==> src/logic/bod_pkg.sv <==
// Constants and types shared by the brown-out control block
`default_nettype none

package bod_pkg;

    // ****************************************
    // Bus map
    // ****************************************
    localparam int ADDR_W = 9;
    localparam int DATA_W = 32;
    localparam logic [8:0] CTRL_OFFSET = 9'h018;
    localparam logic [8:0] PROT_OFFSET = 9'h100;

    // ****************************************
    // Control word fields
    // ****************************************
    localparam int EN_BIT = 0;
    localparam int VL_LSB = 1;
    localparam int VL_W = 2;
    localparam int RSTSEL_BIT = 3;
    localparam int FLAG_BIT = 4;
    localparam int OUT_BIT = 6;
    localparam int PROT_OPEN_BIT = 0;

    // ****************************************
    // Flash user configuration word fields
    // ****************************************
    localparam int CFG_RSTSEL_BIT = 20;
    localparam int CFG_VL_LSB = 21;
    localparam int CFG_EN_BIT = 23;

    // ****************************************
    // Unlock keys and reset values
    // ****************************************
    localparam logic [7:0] KEY1 = 8'h59;
    localparam logic [7:0] KEY2 = 8'h16;
    localparam logic [7:0] KEY3 = 8'h88;
    localparam logic WAIT_RESET = 1'b1;
    localparam logic FLAG_RESET = 1'b0;
    localparam logic IRQ_RESET = 1'b0;
    localparam logic RST_REQ_RESET = 1'b0;
    localparam logic [31:0] READ_RESET = 32'h0000_0000;
    localparam int SYNC_STAGES = 2;

    // ****************************************
    // Unlock sequence states
    // ****************************************
    typedef enum logic [3:0] {
        LOCK_IDLE = 4'b0001,
        LOCK_KEY1 = 4'b0010,
        LOCK_KEY2 = 4'b0100,
        LOCK_OPEN = 4'b1000
    } lock_state_t;

endpackage

`default_nettype wire

==> src/logic/bod_sync.sv <==
// Level synchroniser for the asynchronous comparator output
`default_nettype none

module bod_sync #(
    parameter int STAGES = bod_pkg::SYNC_STAGES
) (
    // Clock and reset
    input wire logic clk_i,
    input wire logic srst_i,
    // Level in and out
    input wire logic async_i,
    output logic sync_o
);

    // ****************************************
    // Flip-flop chain
    // ****************************************
    logic [STAGES-1:0] chain;

    if (STAGES < 2) begin
        $error("bod_sync needs at least two stages");
    end

    always_ff @(posedge clk_i) begin
        if (srst_i) begin
            chain <= '0;
        end else begin
            chain <= {chain[STAGES-2:0], async_i};
        end
    end

    assign sync_o = chain[STAGES-1];
endmodule

`default_nettype wire

==> src/logic/bod_unlock.sv <==
// Unlock key sequence that opens the protected control bits
`default_nettype none

module bod_unlock (
    // Clock and reset
    input wire logic clk_i,
    input wire logic srst_i,
    // Key writes
    input wire logic key_wr_i,
    input wire logic [7:0] key_i,
    // Status
    output logic unlocked_o
);

    // ****************************************
    // Sequence state
    // ****************************************
    bod_pkg::lock_state_t state;
    bod_pkg::lock_state_t next_state;
    bod_pkg::lock_state_t restart;

    assign restart = (key_i == bod_pkg::KEY1) ? bod_pkg::LOCK_KEY1 : bod_pkg::LOCK_IDLE;

    always_comb begin
        next_state = state;
        if (key_wr_i) begin
            unique case (state)
                bod_pkg::LOCK_IDLE: next_state = restart;
                bod_pkg::LOCK_KEY1: begin
                    next_state = (key_i == bod_pkg::KEY2) ? bod_pkg::LOCK_KEY2 : restart;
                end
                bod_pkg::LOCK_KEY2: begin
                    next_state = (key_i == bod_pkg::KEY3) ? bod_pkg::LOCK_OPEN : restart;
                end
                bod_pkg::LOCK_OPEN: next_state = bod_pkg::LOCK_IDLE;
                default: next_state = bod_pkg::LOCK_IDLE;
            endcase
        end
    end

    always_ff @(posedge clk_i) begin
        if (srst_i) begin
            state <= bod_pkg::LOCK_IDLE;
        end else begin
            state <= next_state;
        end
    end

    assign unlocked_o = (state == bod_pkg::LOCK_OPEN);

    // ****************************************
    // Checks
    // ****************************************
    logic [15:0] key_hist;
    logic [1:0] open_hist;

    // Last two keys and the lock state at each of them
    always_ff @(posedge clk_i) begin
        if (srst_i) begin
            key_hist <= '0;
            open_hist <= '0;
        end else if (key_wr_i) begin
            key_hist <= {key_hist[7:0], key_i};
            open_hist <= {open_hist[0], unlocked_o};
        end
    end
endmodule

`default_nettype wire

==> src/logic/brownout_irq_reset_ctrl.sv <==
// Brown-out detector control: register slave, crossing flag, reset and interrupt
//
// Behaviour
// - While enabled, set crossing flag when the supply crosses the threshold either way.
// - Writing one clears the crossing flag unless a crossing sets it in the same cycle; writing zero leaves it.
// - Enabled, reset mode, detector output high: request a chip reset.
// - Enabled, interrupt mode, output high: interrupt, held until enable cleared.
// - Interrupt is suppressed by clearing enable or masking it outside.
// - Reset-or-interrupt select loads from flash config bit 20 at reset.
// - Two-bit threshold select at bits 2:1 loads from flash config at reset.
// - Protected bits change only after keys 59h, 16h, 88h are written.
// - Detector output reads one only below threshold, zero when disabled.
// - Enable bit 0 turns detection on when one, off when zero.
`default_nettype none

module brownout_irq_reset_ctrl (
    // Clock and reset
    input wire logic clk_i,
    input wire logic srst_i,
    // Avalon-MM slave
    input wire logic [bod_pkg::ADDR_W-1:0] address_i,
    input wire logic read_i,
    input wire logic write_i,
    input wire logic [bod_pkg::DATA_W-1:0] writedata_i,
    input wire logic [3:0] byteenable_i,
    output logic [bod_pkg::DATA_W-1:0] readdata_o,
    output logic waitrequest_o,
    // Comparator and flash configuration
    input wire logic vdd_below_i,
    input wire logic [31:0] flash_user_config_word_i,
    output logic detector_enable_o,
    output logic [bod_pkg::VL_W-1:0] threshold_select_o,
    // Reset request and interrupt
    output logic chip_rst_req_o,
    output logic brownout_irq_o
);

    // ****************************************
    // Bus decode
    // ****************************************
    logic bus_req;
    logic bus_accept;
    logic sel_ctrl;
    logic sel_prot;
    logic ctrl_wr;
    logic prot_wr;
    logic guarded_wr;
    logic flag_clear;
    logic unlocked;
    logic next_wait;

    assign bus_req = read_i | write_i;
    assign bus_accept = bus_req & ~waitrequest_o;
    assign sel_ctrl = (address_i == bod_pkg::CTRL_OFFSET);
    assign sel_prot = (address_i == bod_pkg::PROT_OFFSET);
    assign ctrl_wr = bus_accept & write_i & sel_ctrl & byteenable_i[0];
    assign prot_wr = bus_accept & write_i & sel_prot & byteenable_i[0];
    assign guarded_wr = ctrl_wr & unlocked;
    assign flag_clear = ctrl_wr & writedata_i[bod_pkg::FLAG_BIT];
    assign next_wait = ~(bus_req & waitrequest_o);

    // ****************************************
    // Unlock sequence
    // ****************************************
    bod_unlock u_unlock (
        .clk_i(clk_i),
        .srst_i(srst_i),
        .key_wr_i(prot_wr),
        .key_i(writedata_i[7:0]),
        .unlocked_o(unlocked)
    );

    // ****************************************
    // Comparator synchroniser
    // ****************************************
    logic below_sync;
    logic below_prev;

    bod_sync #(
        .STAGES(bod_pkg::SYNC_STAGES)
    ) u_sync (
        .clk_i(clk_i),
        .srst_i(srst_i),
        .async_i(vdd_below_i),
        .sync_o(below_sync)
    );

    // ****************************************
    // Control state
    // ****************************************
    logic detector_enable;
    logic [bod_pkg::VL_W-1:0] threshold_select;
    logic reset_not_irq_select;
    logic crossing_flag;
    logic detector_output;
    logic crossing_evt;
    logic next_flag;
    logic irq_cause;
    logic next_irq;

    assign crossing_evt = detector_enable & (below_sync != below_prev);
    assign next_flag = crossing_evt | (crossing_flag & ~flag_clear);
    assign irq_cause = ~reset_not_irq_select & detector_output;
    assign next_irq = detector_enable & (brownout_irq_o | irq_cause);

    always_ff @(posedge clk_i) begin
        if (srst_i) begin
            detector_enable <= flash_user_config_word_i[bod_pkg::CFG_EN_BIT];
            threshold_select <= flash_user_config_word_i[bod_pkg::CFG_VL_LSB +: bod_pkg::VL_W];
            reset_not_irq_select <= flash_user_config_word_i[bod_pkg::CFG_RSTSEL_BIT];
        end else if (guarded_wr) begin
            detector_enable <= writedata_i[bod_pkg::EN_BIT];
            threshold_select <= writedata_i[bod_pkg::VL_LSB +: bod_pkg::VL_W];
            reset_not_irq_select <= writedata_i[bod_pkg::RSTSEL_BIT];
        end
    end

    always_ff @(posedge clk_i) begin
        if (srst_i) begin
            below_prev <= 1'b0;
            crossing_flag <= bod_pkg::FLAG_RESET;
            detector_output <= 1'b0;
        end else begin
            below_prev <= below_sync;
            crossing_flag <= next_flag;
            detector_output <= detector_enable & below_sync;
        end
    end

    // ****************************************
    // Reset request and interrupt
    // ****************************************
    always_ff @(posedge clk_i) begin
        if (srst_i) begin
            chip_rst_req_o <= bod_pkg::RST_REQ_RESET;
            brownout_irq_o <= bod_pkg::IRQ_RESET;
        end else begin
            chip_rst_req_o <= detector_enable & reset_not_irq_select & detector_output;
            brownout_irq_o <= next_irq;
        end
    end

    assign detector_enable_o = detector_enable;
    assign threshold_select_o = threshold_select;

    // ****************************************
    // Read data and waitrequest
    // ****************************************
    logic [bod_pkg::DATA_W-1:0] ctrl_word;
    logic [bod_pkg::DATA_W-1:0] prot_word;
    logic [bod_pkg::DATA_W-1:0] read_word;

    always_comb begin
        ctrl_word = '0;
        ctrl_word[bod_pkg::EN_BIT] = detector_enable;
        ctrl_word[bod_pkg::VL_LSB +: bod_pkg::VL_W] = threshold_select;
        ctrl_word[bod_pkg::RSTSEL_BIT] = reset_not_irq_select;
        ctrl_word[bod_pkg::FLAG_BIT] = crossing_flag;
        ctrl_word[bod_pkg::OUT_BIT] = detector_output;
    end

    always_comb begin
        prot_word = '0;
        prot_word[bod_pkg::PROT_OPEN_BIT] = unlocked;
    end

    assign read_word = sel_ctrl ? ctrl_word : (sel_prot ? prot_word : '0);

    always_ff @(posedge clk_i) begin
        if (srst_i) begin
            waitrequest_o <= bod_pkg::WAIT_RESET;
            readdata_o <= bod_pkg::READ_RESET;
        end else begin
            waitrequest_o <= next_wait;
            if (bus_req && waitrequest_o) begin
                readdata_o <= read_i ? read_word : '0;
            end
        end
    end
endmodule

`default_nettype wire

==> config.mk <==
export PLATFORM = sky130hd
export DESIGN_NAME = brownout_irq_reset_ctrl
export DESIGN_NICKNAME = d
export VERILOG_FILES = /design/src/logic/bod_pkg.sv /design/src/logic/bod_sync.sv /design/src/logic/bod_unlock.sv /design/src/logic/brownout_irq_reset_ctrl.sv
export SDC_FILE = /design/constraint.sdc
export NUM_CORES = 1
export LEC_CHECK = 0
export BUFFER_PORTS_ARGS = -buffer_cell sky130_fd_sc_hd__buf_4
export CORE_ASPECT_RATIO = 1.4
export CORE_MARGIN = 2
export CORE_UTILIZATION = 35
export DETAILED_ROUTE_END_ITERATION = 8
export PLACE_DENSITY = 0.8
export SETUP_SLACK_MARGIN = 0.05
export SLEW_MARGIN = 20
export SYNTH_ARGS = -nofsm -noshare
export SYNTH_HDL_FRONTEND = slang
export SYNTH_SLANG_ARGS = --single-unit
==> constraint.sdc <==
create_clock -name clk_i -period 2.6 [get_ports clk_i]
set_clock_uncertainty 0.1 [all_clocks]
set_input_delay 0.26 -clock clk_i [delete_from_list [all_inputs] [get_ports clk_i]]
set_output_delay 0.26 -clock clk_i [all_outputs]
set_load 0.02 [all_outputs]
==> flow_summary.ini <==
[outcome]
status = completed

[final_layout]
final_area_mm2 = 0.00147
area_growth_pct = 24.9
nFillCells = 309
finish.net_count = 242
finalCoreUtilization_pct = 46.5
insertedDiodeCount = 0
drive_gt1_share_pct = 30.8

[setup_path]
r2r_cells = 4
reg2reg_from = u_unlock.state[2]
crit_path_end_kind = flip-flop
required_ps = 2660
cp_num_buf_inv = 0
ff2ff_setup_slack_ps = 750
worst_ep_arrival_time_ps = 1910
rr_endpoint = u_unlock.state[0]
critPathLaunchType = flip-flop
setup.worst_path.class = reg -> reg
path_delay_family = simple AND/OR/NAND/NOR gates
slowest_stage = or4b_1
cp_max_fo = 6
cp_cell_sequence = or4b_1, nor4b_1, o21ai_0, a31o_1
cp_slowest_stage_delay_ps = 530

[placed_design]
dp_slack_ps = 552
place_congestion = 0.824
port_buffers = 38
place_hpwl_mm = 1.85
place_area_mm2 = 0.00140

[global_routing]
grt_max_degree = 24
grt_antenna_before_repair = 0
grt_pass1_wl_mm = 3.75
grt_pass1_vias = 879
grt_usage_pct = 13.0
grt_overflow = 0

[sta]
setup_slack_ps = 745
hold_violations = 0
min_period_ps = 1850
setup_viol_count_final = 0
max_slew_margin_pct = 64.7
rsz0062_at_grt = no
drv_slew = 0
max_clock_freq_mhz = 539
tightestPinTransition_ps = 525
fin_setup_tns_ps = 0
post-route-period-util_pct = 71.3

[floorplan]
num_rows = 24
fp.dieW_um = 52.9
design.die.area_mm2 = 0.00384
die_y_um = 72.5
start_util_pct = 37.2
ios = 120
core_area_mm2 = 0.00315

[drt]
wire_per_inst_um = 12.0
route.met3.wl_um = 186
ant_nets = 0
met2_length_mm = 1.26
viasPerCell = 4.84
top_layer_used = met4
route.detailed.drc = 0
drt_iter0_markers = 29
firstDrtPassIters = 4
routed_wl_mm = 2.38
wirelength_met1_um = 893
vias = 959

[hold_path]
holdCritPathClass = in -> reg
min_path_cells = 2
hold_end = u_sync.chain[0]
hold_path_startpoint = vdd_below_i

[yosys]
ys_top_cells_by_area = dfxtp_1 31%, buf_4 17%, edfxtp_1 10%, a22oi_1 3.8%, mux2_2 3.8%
synth_top_area_share_pct = 30.7
synth_area_mm2 = 0.00117
syn-instance-count = 121
synth_flop_cell = dfxtp_1
synth_area_per_cell_um2 = 9.70
ys_types = 36
ys_async_sr_fraction_pct = 0
synth_enable_flop_cells = 4
ys_warn_count = 0
synth_top_cell_by_area = dfxtp_1
yosysSeqAreaShare_pct = 40.9
synth_seq_cells = 22

[clocking]
post_cts.repair.setup_buffers = 0
postCtsResizedCells = 0
clk_pin_slew_ps = 80
h-tree-depth = 1
clock-root-buffer = clkbuf_8
clockBufferDepth = 2
cts_sinks = 22
cts_made_buffers = 3
clk_latency_ps = 260
holdBufCountCts = 0
cts_tree = built

[flow_run]
cap_viol_max_count = 0

[power]
ir_drop_mv = 0.206
power_w = 0.000796
powerDensity_mw_per_mm2 = 543
leakage_nw = 0.640
==> cells by family after synthesis <==
logic type | Yosys count | synth area share [%]
simple gates | 42 | 24.6
buf+inv | 31 | 18.2
flops | 22 | 40.9
compound gates | 19 | 10.6
mux | 4 | 3.84
xor+xnor | 2 | 1.49
other cells | 1 | 0.320
==> worst max-delay path by stage <==
stage | from | end | slack (ps) | depth (start not counted)
2_1_floorplan | writedata_i[1] | u_unlock.state[0] | 750 | 4
3_3_place_gp | writedata_i[1] | u_unlock.state[0] | 560 | 5
3_5_place_dp | writedata_i[1] | u_unlock.state[0] | 550 | 5
4_1_cts | u_unlock.state[2] | u_unlock.state[0] | 750 | 4
5_1_grt | u_unlock.state[2] | u_unlock.state[0] | 650 | 4
6_report | u_unlock.state[2] | u_unlock.state[0] | 750 | 4
==> synth_stat cells, types with 2 or more instances <==
library cell	instances
edfxtp_1	4
buf_4	26
dfxtp_1	18
a22oi_1	6
nor2b_1	3
o21ai_0	3
xor2_1	2
clkbuf_1	3
a21oi_1	6
inv_1	2
mux2_2	4
nor3_1	2
and2_1	2
and4_1	2
nor2_1	5
a41o_1	2
nand2_1	5
and3b_1	2
nor4b_1	3
nand3b_1	3
nor4_1	3
==> sequential cells by signal (all words and copies together), names as in the netlist, 2 cells and up <==
register,count
readdata_o,6
threshold_select_o,2
u_sync.chain,2
u_unlock.state,4
==> power breakdown <==
group | internal (W) | switching (W) | leakage, nW | total [W]
Clock | 0.000206 | 0.000110 | 0.0357 | 0.000315
Sequential | 0.000358 | 0.00000722 | 0.185 | 0.000365
Combinational | 0.0000453 | 0.0000697 | 0.419 | 0.000115
==> stage by stage <==
| stage | cells | hold WS, ps |
|---|---|---|
| floorplan | 146 | 288 |
| global placement | 194 | 318 |
| detailed placement | 194 | 335 |
| CTS | 198 | 107 |
| global route | 198 | 104 |
| finish | 198 | 111 |
==> cell usage in the layout, fill, tap and decap left out, drive strengths merged, types with 2 or more instances in the layout <==
cell	n
and4	2
nor2b	3
mux2	4
a22oi	6
nand2	5
and2	2
conb	26
nor4b	3
o21ai	4
clkbuf	3
edfxtp	4
buf	38
a21oi	6
xor2	2
and3b	2
nor3	2
nor4	4
nor2	5
dfxtp	18
inv	2
nand3b	3
a41o	2
==> layer usage <==
metal | vias to the layer above | global-route usage (%)
met5 | - | 0
met4 | 0 | 5.98
met3 | 7 | 2.88
met2 | 50 | 24.0
met1 | 442 | 13.5
li1 | 460 | -
==> layout make-up <==
class / count / area [um^2] / share of cell area, %
multi-input cells: 93 / 573 / 39.1
flip-flops and latches: 22 / 480 / 32.8
repair buffers: 38 / 285 / 19.5
well taps: 39 / 48.8 / 3.33
clock buffers: 3 / 41.3 / 2.82
clock inverters: 1 / 30.0 / 2.05
inverters: 2 / 7.51 / 0.512
Note: power is estimated with default switching activity, not from simulation.
